### src/hw/ahip_defs.vh
`ifndef AHIP_DEFS_VH
`define AHIP_DEFS_VH
// ----------------------------------------
// register offsets (byte addresses)
// ----------------------------------------
`define AHIP_OFF_STATUS 4'h0
`define AHIP_OFF_MASK 4'h4
`define AHIP_OFF_CTRL 4'h8
`define AHIP_OFF_PINS 4'hc
// ----------------------------------------
// interrupt cause bit positions
// ----------------------------------------
`define AHIP_EV_DONE 0
`define AHIP_EV_WREQ 1
`define AHIP_EV_RDY 2
`define AHIP_EV_ERR 3
`define AHIP_EV_POR 4
`define AHIP_NEV 5
// ----------------------------------------
// ctrl register fields
// ----------------------------------------
`define AHIP_CTRL_DONE 0
`define AHIP_CTRL_WREQ 1
`define AHIP_CTRL_RDY 2
`define AHIP_CTRL_IDERR 3
`define AHIP_CTRL_CRCERR 4
`define AHIP_CTRL_OVF 5
`define AHIP_CTRL_PORDONE 6
// ----------------------------------------
// reset values
// ----------------------------------------
`define AHIP_MASK_RST 5'h00
`define AHIP_STATUS_RST 5'h00
`endif

### src/hw/ahip_top.v
// Chosen here: the placing of the registers and the Avalon-MM slave port.
`timescale 1ns/1ps
`default_nettype none
`include "ahip_defs.vh"
// Notes on behaviour
// [RL1] In serial mode the result-valid flag is low without postprocessor overflow and high once one occurs.
// [RL2] In parallel mode the attention output idles low and goes high when host action is needed.
// [RL3] Instruction completion raises attention; an instruction write or status read clears it.
// [RL4] A write-data request raises attention; a data write clears it.
// [RL5] Read data ready raises attention; a data read clears it.
// [RL6] ID mismatch, CRC failure or postprocessor overflow raise attention, cleared only by a status read.
// [RL7] Power-on reset completion raises attention, cleared by a status read.
// [RL8] In parallel mode read-write select high means read, low means write.
// [RL9] The host holds chip select low with the read-write level during any parallel access.
// [RL10] In serial mode the board ties read-write select to digital ground and the device ignores it.
// [RL11] Interface select low picks parallel, high picks serial.
// [RL12] Interface select is latched once after power-up; later changes do nothing.
// [RL13] Oscillator disable high takes the clock from the pin; low runs the crystal amplifier.
// [RL14] The clock source runs without interruption while powered; reset drives clk_from_pin_q and crystal_drive_pin_amp_en_q both low.
// [RL15] Register select high: status read or instruction write; low: data register.
// [RL16] Attention stays high until every pending cause has had its clearing access.
module ahip_top (
  input wire sys_clk,
  input wire rstn,
  // avalon-mm slave
  input wire [3:0] avs_address,
  input wire avs_read,
  input wire avs_write,
  input wire [31:0] avs_writedata,
  output reg [31:0] avs_readdata,
  output wire avs_waitrequest,
  output wire irq,
  // host pins
  input wire cs_n,
  input wire rd_wr,
  input wire register_select,
  input wire serial_sel,
  input wire oscillator_disable,
  // outputs
  output wire attn_out,
  output wire result_valid_flag,
  output reg crystal_drive_pin_amp_en_q,
  output reg clk_from_pin_q,
  output reg serial_mode_q,
  output reg instr_wr_q,
  output reg status_rd_q,
  output reg data_wr_q,
  output reg data_rd_q
);
  // ----------------------------------------
  // pin synchronisers
  // ----------------------------------------
  wire cs_n_s;
  wire rd_wr_s;
  wire rsel_s;
  wire ssel_s;
  wire xoff_s;
  ahip_sync3 u_s_cs (.sys_clk(sys_clk), .rstn(rstn), .din(~cs_n), .dout_q(cs_n_s));
  ahip_sync3 u_s_rw (.sys_clk(sys_clk), .rstn(rstn), .din(rd_wr), .dout_q(rd_wr_s));
  ahip_sync3 u_s_rs (.sys_clk(sys_clk), .rstn(rstn), .din(register_select), .dout_q(rsel_s));
  ahip_sync3 u_s_sp (.sys_clk(sys_clk), .rstn(rstn), .din(serial_sel), .dout_q(ssel_s));
  ahip_sync3 u_s_xo (.sys_clk(sys_clk), .rstn(rstn), .din(oscillator_disable), .dout_q(xoff_s));
  // cs_n_s is the active-high select after inversion
  wire cs_act = cs_n_s;

  // ----------------------------------------
  // mode latch after reset release
  // ----------------------------------------
  // sync pipe needs a few cycles to fill before sampling
  reg [2:0] boot_cnt_q;
  reg mode_locked_q;
  always @(posedge sys_clk or negedge rstn) begin
    if (!rstn) begin
      boot_cnt_q <= 3'h0;
      mode_locked_q <= 1'b0;
      serial_mode_q <= 1'b0;
      clk_from_pin_q <= 1'b0;
      crystal_drive_pin_amp_en_q <= 1'b0;
    end else begin
      if (!mode_locked_q) begin
        boot_cnt_q <= boot_cnt_q + 3'h1;
        if (boot_cnt_q == 3'h5) begin
          mode_locked_q <= 1'b1;
          serial_mode_q <= ssel_s; // RL11 RL12
        end
      end
      clk_from_pin_q <= xoff_s; // RL13
      crystal_drive_pin_amp_en_q <= ~xoff_s; // RL13
    end
  end
  wire par_mode = mode_locked_q & ~serial_mode_q; // RL11

  // ----------------------------------------
  // parallel access decode
  // ----------------------------------------
  // one strobe per access, on chip-select assertion; rd_wr ignored in serial mode
  reg cs_d1_q;
  always @(posedge sys_clk or negedge rstn) begin
    if (!rstn) begin
      cs_d1_q <= 1'b0;
    end else begin
      cs_d1_q <= cs_act;
    end
  end
  wire acc = par_mode & cs_act & ~cs_d1_q; // RL9 RL10
  wire acc_rd = acc & rd_wr_s; // RL8
  wire acc_wr = acc & ~rd_wr_s; // RL8
  wire st_rd = acc_rd & rsel_s; // RL15
  wire in_wr = acc_wr & rsel_s; // RL15
  wire dt_rd = acc_rd & ~rsel_s; // RL15
  wire dt_wr = acc_wr & ~rsel_s; // RL15
  always @(posedge sys_clk or negedge rstn) begin
    if (!rstn) begin
      instr_wr_q <= 1'b0;
      status_rd_q <= 1'b0;
      data_wr_q <= 1'b0;
      data_rd_q <= 1'b0;
    end else begin
      instr_wr_q <= in_wr;
      status_rd_q <= st_rd;
      data_wr_q <= dt_wr;
      data_rd_q <= dt_rd;
    end
  end

  // ----------------------------------------
  // core event inputs from ctrl register
  // ----------------------------------------
  // software stands in for the core: writing a one to a ctrl bit pulses that event
  reg [6:0] ev_q;
  reg ovf_q;
  wire bus_wr;
  wire [3:0] bus_a = avs_address;
  always @(posedge sys_clk or negedge rstn) begin
    if (!rstn) begin
      ev_q <= 7'h00;
      ovf_q <= 1'b0;
    end else begin
      ev_q <= 7'h00;
      if (bus_wr && bus_a == `AHIP_OFF_CTRL) begin
        ev_q <= avs_writedata[6:0];
        if (avs_writedata[`AHIP_CTRL_OVF]) begin
          ovf_q <= 1'b1;
        end else if (avs_writedata[7]) begin
          ovf_q <= 1'b0;
        end
      end
    end
  end
  // overflow level shown on result-valid flag in serial mode
  assign result_valid_flag = serial_mode_q & ovf_q; // RL1

  // ----------------------------------------
  // attention causes
  // ----------------------------------------
  wire [`AHIP_NEV-1:0] set_v;
  wire [`AHIP_NEV-1:0] clr_v;
  wire [`AHIP_NEV-1:0] pend;
  assign set_v[`AHIP_EV_DONE] = ev_q[`AHIP_CTRL_DONE]; // RL3
  assign clr_v[`AHIP_EV_DONE] = in_wr | st_rd; // RL3
  assign set_v[`AHIP_EV_WREQ] = ev_q[`AHIP_CTRL_WREQ]; // RL4
  assign clr_v[`AHIP_EV_WREQ] = dt_wr; // RL4
  assign set_v[`AHIP_EV_RDY] = ev_q[`AHIP_CTRL_RDY]; // RL5
  assign clr_v[`AHIP_EV_RDY] = dt_rd; // RL5
  assign set_v[`AHIP_EV_ERR] = ev_q[`AHIP_CTRL_IDERR] | ev_q[`AHIP_CTRL_CRCERR] | ev_q[`AHIP_CTRL_OVF]; // RL6
  assign clr_v[`AHIP_EV_ERR] = st_rd; // RL6
  assign set_v[`AHIP_EV_POR] = ev_q[`AHIP_CTRL_PORDONE]; // RL7
  assign clr_v[`AHIP_EV_POR] = st_rd; // RL7
  genvar gi;
  generate
    for (gi = 0; gi < `AHIP_NEV; gi = gi + 1) begin : g_cause
      ahip_attn u_c (.sys_clk(sys_clk), .rstn(rstn), .set(set_v[gi]), .clr(clr_v[gi]), .pend_q(pend[gi]));
    end
  endgenerate
  // in parallel mode any pending cause keeps the line up
  assign attn_out = par_mode & (|pend); // RL2 RL16

  // ----------------------------------------
  // interrupt status and mask
  // ----------------------------------------
  reg [`AHIP_NEV-1:0] sts_q;
  reg [`AHIP_NEV-1:0] mask_q;
  always @(posedge sys_clk or negedge rstn) begin
    if (!rstn) begin
      sts_q <= `AHIP_STATUS_RST;
      mask_q <= `AHIP_MASK_RST;
    end else begin
      // set wins over write-one-to-clear
      if (bus_wr && bus_a == `AHIP_OFF_STATUS) begin
        sts_q <= (sts_q & ~avs_writedata[`AHIP_NEV-1:0]) | set_v;
      end else begin
        sts_q <= sts_q | set_v;
      end
      if (bus_wr && bus_a == `AHIP_OFF_MASK) begin
        mask_q <= avs_writedata[`AHIP_NEV-1:0];
      end
    end
  end
  assign irq = |(sts_q & mask_q);

  // ----------------------------------------
  // avalon slave: one wait cycle, answer on second edge
  // ----------------------------------------
  reg ack_q;
  wire req = avs_read | avs_write;
  always @(posedge sys_clk or negedge rstn) begin
    if (!rstn) begin
      ack_q <= 1'b0;
    end else begin
      ack_q <= req & ~ack_q;
    end
  end
  assign avs_waitrequest = req & ~ack_q;
  assign bus_wr = avs_write & ack_q;
  always @(posedge sys_clk or negedge rstn) begin
    if (!rstn) begin
      avs_readdata <= 32'h0;
    end else if (avs_read && !ack_q) begin
      case (bus_a)
        `AHIP_OFF_STATUS: avs_readdata <= {27'h0, sts_q};
        `AHIP_OFF_MASK: avs_readdata <= {27'h0, mask_q};
        `AHIP_OFF_CTRL: avs_readdata <= {31'h0, ovf_q};
        `AHIP_OFF_PINS: avs_readdata <= {22'h0, pend, mode_locked_q, serial_mode_q, clk_from_pin_q, attn_out, result_valid_flag};
        default: avs_readdata <= 32'h0;
      endcase
    end
  end
endmodule
`default_nettype wire

### src/hw/ahip_sync3.v
`timescale 1ns/1ps
`default_nettype none
// three-stage synchroniser; output moves once stages two and three agree
module ahip_sync3 (
  input wire sys_clk,
  input wire rstn,
  input wire din,
  output reg dout_q
);
  reg s1_q;
  reg s2_q;
  reg s3_q;
  always @(posedge sys_clk or negedge rstn) begin
    if (!rstn) begin
      s1_q <= 1'b0;
      s2_q <= 1'b0;
      s3_q <= 1'b0;
      dout_q <= 1'b0;
    end else begin
      s1_q <= din;
      s2_q <= s1_q;
      s3_q <= s2_q;
      if (s2_q == s3_q) begin
        dout_q <= s3_q;
      end
    end
  end
endmodule
`default_nettype wire

### src/hw/ahip_attn.v
`timescale 1ns/1ps
`default_nettype none
// one pending cause: set wins over clear
module ahip_attn (
  input wire sys_clk,
  input wire rstn,
  input wire set,
  input wire clr,
  output reg pend_q
);
  always @(posedge sys_clk or negedge rstn) begin
    if (!rstn) begin
      pend_q <= 1'b0;
    end else if (set) begin
      pend_q <= 1'b1;
    end else if (clr) begin
      pend_q <= 1'b0;
    end
  end
endmodule
`default_nettype wire

### config.mk
export PLATFORM = sky130hd
export DESIGN_NAME = ahip_top
export DESIGN_NICKNAME = d
export VERILOG_FILES = /design/src/hw/ahip_top.v /design/src/hw/ahip_sync3.v /design/src/hw/ahip_attn.v
export VERILOG_INCLUDE_DIRS = /design/src /design/src/hw
export SDC_FILE = /design/constraint.sdc
export NUM_CORES = 1
export LEC_CHECK = 0
export ABC_AREA = 0
export CAP_MARGIN = 25
export CORE_MARGIN = 10
export CORE_UTILIZATION = 50
export CTS_CLUSTER_SIZE = 12
export DETAILED_ROUTE_END_ITERATION = 8
export DONT_BUFFER_PORTS = 1
export SKIP_CTS_REPAIR_TIMING = 1
export SLEW_MARGIN = 20
export SYNTH_ARGS = -nofsm -noshare
export SYNTH_HDL_FRONTEND = slang
export SYNTH_SLANG_ARGS = --single-unit
export TNS_END_PERCENT = 50
### constraint.sdc
create_clock -name sys_clk -period 1.6 [get_ports sys_clk]
set_clock_uncertainty 0.1 [all_clocks]
set_input_delay 0.4 -clock sys_clk [delete_from_list [all_inputs] [get_ports sys_clk]]
set_output_delay 0.4 -clock sys_clk [all_outputs]
set_load 0.01 [all_outputs]
## Yosys cells after proc, flatten, opt, wreduce, memory -nomap -nowiden

Index checks and enable logic that the tools add are counted.

- $add $sub $neg: 1
- Equal/unequal tests: 9
- Muxes and demuxes: 16
- Bitwise operators: 30
- Reduce and logical (&&, ||, !) cells: 16

Operators with widths:

| kind | number |
|---|---|
| $pmux 10 s4 | 1 |
| $and 1x1->1 | 13 |
| $mux 1 | 13 |
| $reduce_bool 2->1 | 6 |
| $and 5x5->5 | 2 |
| $or 5x5->5 | 2 |
| $reduce_or 5->1 | 2 |
| $eq 4x4->1 const B | 2 |
| $not 1->1 | 8 |
| $mux 7 | 1 |
| $eq 1x1->1 | 5 |
| $mux 5 | 1 |
| $not 5->5 | 1 |
| $eq 4x3->1 const B | 1 |
| $logic_and 1x1->1 | 4 |
| $logic_not 4->1 | 1 |
| $or 1x1->1 | 4 |
| $reduce_and 2->1 | 2 |
| $add 3x1->3 const B | 1 |
| $eq 3x3->1 const B | 1 |
| $logic_not 1->1 | 1 |

- Flip-flop bits (word level): 88
- Input port bits: 45
- Output and inout port bits: 43

## Logic depth before layout (Yosys ltp)

- Word-level depth: 9
- Depth in mapped cells: 5

## Cells and area by module

From an unflattened synthesis, not the netlist that was laid out.

- Cell total of the unflattened synthesis: 199
- Area total of the unflattened synthesis: 2632.5 um^2

Modules (own cells, without submodules):

| module | instances | cells an instance | area each (um^2) | sequential area each (um^2) |
|---|---|---|---|---|
| ahip_top | 1 | 159 | 1894.3 | 1026.0 |
| ahip_sync3 | 5 | 5 | 111.4 | 100.1 |
| ahip_attn | 5 | 3 | 36.3 | 25.0 |

## Worst setup path before layout

OpenSTA, ideal clock, no wires.

- Path type: in2reg
- Start: in avs_address[0]
- End: reg sts_q[4]
- Arrival: 1.323 ns
- Setup slack: 0.059 ns
- Stages: 3
- Buffers on the path: 0
- Cells stage by stage: nand4bb_2 or4b_1 a21o_1

- Cells in the longest elaborated chain, start to end: 3

RTL lines:

| element | RTL line | text |
|---|---|---|
| start, declared | ahip_top.v:26 | `input wire [3:0] avs_address,` |
| $logic_not 4->1 | - |  |
| $logic_and 1x1->1 (no line) | - |  |
| $mux 5 | ahip_top.v:189 | `` if (bus_wr && bus_a == `AHIP_OFF_STATUS) begin `` |
| end signal, assigned | ahip_top.v:185 | `` sts_q <= `AHIP_STATUS_RST; `` |
| end signal, assigned | ahip_top.v:190 | `` sts_q <= (sts_q & ~avs_writedata[`AHIP_NEV-1:0]) \| set_v; `` |
| end signal, assigned | ahip_top.v:192 | `sts_q <= sts_q \| set_v;` |
| end, declared | ahip_top.v:181 | `` reg [`AHIP_NEV-1:0] sts_q; `` |

No other way between the ends.
A chain may end at the register's enable or synchronous reset.

## Worst setup path after layout

- Start: reg mask_q[0]
- End: out irq

- Cells in the longest elaborated chain, start to end: 2

RTL lines:

| element | RTL line | text |
|---|---|---|
| start, declared | ahip_top.v:182 | `` reg [`AHIP_NEV-1:0] mask_q; `` |
| start signal, assigned | ahip_top.v:186 | `` mask_q <= `AHIP_MASK_RST; `` |
| start signal, assigned | ahip_top.v:195 | `` mask_q <= avs_writedata[`AHIP_NEV-1:0]; `` |
| $and 5x5->5 | ahip_top.v:199 | `assign irq = \|(sts_q & mask_q);` |
| $reduce_or 5->1 | ahip_top.v:199 |  |
| end, declared | ahip_top.v:32 | `output wire irq,` |

No other way between the ends.

==> summary.md <==
| Metric | Value |
|---|---|
| Max_cap viols | `0` |
| Worst path slowest cell | `dfrtp_1` |
| Post-synthesis sequential area ratio | `62.9%` |
| Grt total ovfl | `0` |
| Post-synth EDFFs | `0` |
| Clock latency at the later pin of the worst-skew pair | `340 ps` |
| Min Tclk post-route | `1770 ps` |
| Top cells by area, synth | `dfrtp_1, buf_4, a22o_1` |
| Dpl ws | `33.3 ps` |
| R2R depth | `3` |
| Filler instances | `433` |
| Setup crit start kind | `flip-flop` |
| Slew Viols, Final | `0` |
| Die Ht | `92.5 um` |
| Max Freq | `565 MHz` |
| Final Power | `approximately 3.8 mW` |
| CP cell instances | `a222oi_1 -> nand2_1` |
| Yosys top cell area share | `between 60% and 70%` |
| Drt wl/cell | `17.5 um` |
| Row count | `26` |
| Reg-to-reg endpoint | `mask_q[2]` |
| RSZ-0062 raised after global routing | `yes` |
| Final #Nets | `~260` |
| WHS | `-348 ps` |
| Final Hold Fails | `66` |
| Via-per-instance ratio | `5.21` |
| Netlist cell types | `41` |
| Area of the core | `a little over 5000 um^2` |
| Setup crit end kind | `output pin` |
| Area delta synth->final | `10.8%` |
| CTS buffer count | `9` |
| Final WS setup | `-171 ps` |
| Final instance area | `2910 um^2` |
| Largest stage delay, worst path | `400 ps` |
| Global Route Usage Sum | `between 10% and 20%` |
| IO Port Bufs | `0` |
| Antenna cell count | `0` |
| Post-synthesis instance total | `200` |
| First-pass GRT wire length | `8360 um` |
| Drt pass-1 iters | `4` |
| Largest net degree at the start of global routing | `67` |
| PwrDens | `1310 nW/um^2` |
| Worst Hold Class | `primary input to asynchronous set/reset pin` |
| Area after DPL | `between 2000 and 3000 um^2` |
| Number of remaining DRC errors | `0` |
| Starting Density | `51.4%` |
| Final period util | `111%` |
| I/O pins | `88` |
| Synthesized area | `2630 um^2` |
| Leak Pwr | `1.44 nW` |
| Synth cell count leaders | `dfrtp_1, buf_4, inv_1` |
| Initial antenna violation count | `0` |
| Post-synth top flop | `dfrtp_1` |
| Clock tree root driver cell | `clkbuf_8` |
| Reg clk slew, reported paths | `roughly 70 ps` |
| Die Area | `8550 um^2` |
| Yosys reg bits | `66` |
| Worst vdd ir | `0.724 mV` |
| Failing checks | `hold timing, setup timing` |
| Async SR Flop Fraction | `between 90% and 100%` |
| Crit path kind | `flip-flop to output pin` |
| HPWL after DPL | `3680 um` |
| H-tree depth | `3` |
| Worst Path Required | `between 1000 and 1500 ps` |
| Synthesized area per cell | `13.1 um^2` |
| Post-synth top area cell | `dfrtp_1` |
| # setup viols final | `2` |
| Fraction of layout cells with a size suffix above 1 | `14.3%` |
| Number of global-route vias before repair | `1631` |
| Via count | `1496` |
| Final setup TNS | `-256 ps` |
| Antenna Nets Post-Route | `0` |
| Worst flop-to-flop path startpoint | `ack_q` |
| Most numerous cell in the Yosys netlist | `dfrtp_1` |
| Die Span X | `92.5 um` |
| Gpl congestion | `a little over 0.8` |
| Data arrival time of the critical path | `1270 ps` |
| Syn. warnings | `0` |
| Clk sinks | `66` |
| Reg2Reg Setup Slack | `100 ps` |
| TritonCTS clock tree | `built` |
| Max FO, Critical Path | `3` |
| DRT Wirelength | `about 5000 um` |
| Clk buf depth | `2` |
| Outcome | `finished, violations left` |
| First DRT Iteration DRCs | `110` |
[through the flow]
step	std cells	hold WS, ps	utilization [%]
2_1_floorplan	221	4.41	-
3_3_place_gp	266	6.58	51.3
3_5_place_dp	266	6.46	51.3
4_1_cts	282	-364	55.8
5_1_grt	287	-381	56.9
6_report	287	-348	56.9
[state kept, by name, summed over array words and instances, names as in the netlist, 3 cells and up]
| register | count |
|---|---|
| avs_readdata | 10 |
| boot_cnt_q | 3 |
| ev_q | 7 |
| g_cause.u_c.pend_q | 5 |
| mask_q | 5 |
| sts_q | 5 |
[final cells by class]
| type | count | area [um^2] | share of cell area [%] |
|---|---|---|---|
| multi-input cells | 115 | 818 | 28.1 |
| well taps | 70 | 87.6 | 3.01 |
| repair buffers | 9 | 80.1 | 2.75 |
| clock buffers | 10 | 138 | 4.73 |
| flip-flops and latches | 66 | 1650 | 56.9 |
| clock inverters | 6 | 88.8 | 3.06 |
| inverters | 11 | 41.3 | 1.42 |
[layer usage]
layer	global-route usage, %	up-vias	wire (um)
li1	-	673	-
met2	19.0	60	2310
met1	14.3	755	2040
met3	6.46	8	576
met4	6.94	0	99
met5	0	-	0
[worst max-delay path: cells and delay by family (launching register included)]
family	cells	cell delay [ps]
DFF	1	400
AOI/OAI and AO/OA	1	360
and+or+nand+nor	1	180
[kinds of logic after synthesis]
family                   synth area share [%]
AO/OA/AOI/OAI                            8.91
XOR/XNOR                                0.667
adder cells (fa/ha/maj)                  2.86
buffers and inverters                    9.15
flip-flops                               62.9
multiplexers                             4.48
other                                   0.143
AND/OR/NAND/NOR                          10.9
[power by group]
part	internal [mW]	switching, mW	total (mW)
registers	1.82	0.135	1.95
logic	0.147	0.147	0.294
clock network	0.921	0.634	1.56
total	2.89	0.915	3.80
[worst max path at each step]
stage | start | end | slack, ps
after floorplan | avs_address[0] | sts_q[4] | 60
after global placement | avs_address[0] | mask_q[1] | 60
after detailed placement | avs_address[0] | sts_q[4] | 30
after CTS | serial_mode_q | attn_out | -240
after global routing | mask_q[0] | irq | -230
final | mask_q[0] | irq | -170
[cells in the final DEF (no fill, tap or decap), types with 3 or more instances in the layout]
master and instances:
a21o_1 4, nor2_1 5, mux2_1 3, clkbuf_8 10, nand3_1 4, o41ai_1 4, and3_1 8, mux2_2 3
o21ai_0 4, dlygate4sd3_1 5, nand2_1 4, nand2b_1 7, conb_1 22, mux2i_1 5, buf_4 4, a22o_1 8
dfrtp_1 64, inv_1 11, maj3_1 5
(Power assumes the default switching activity.)
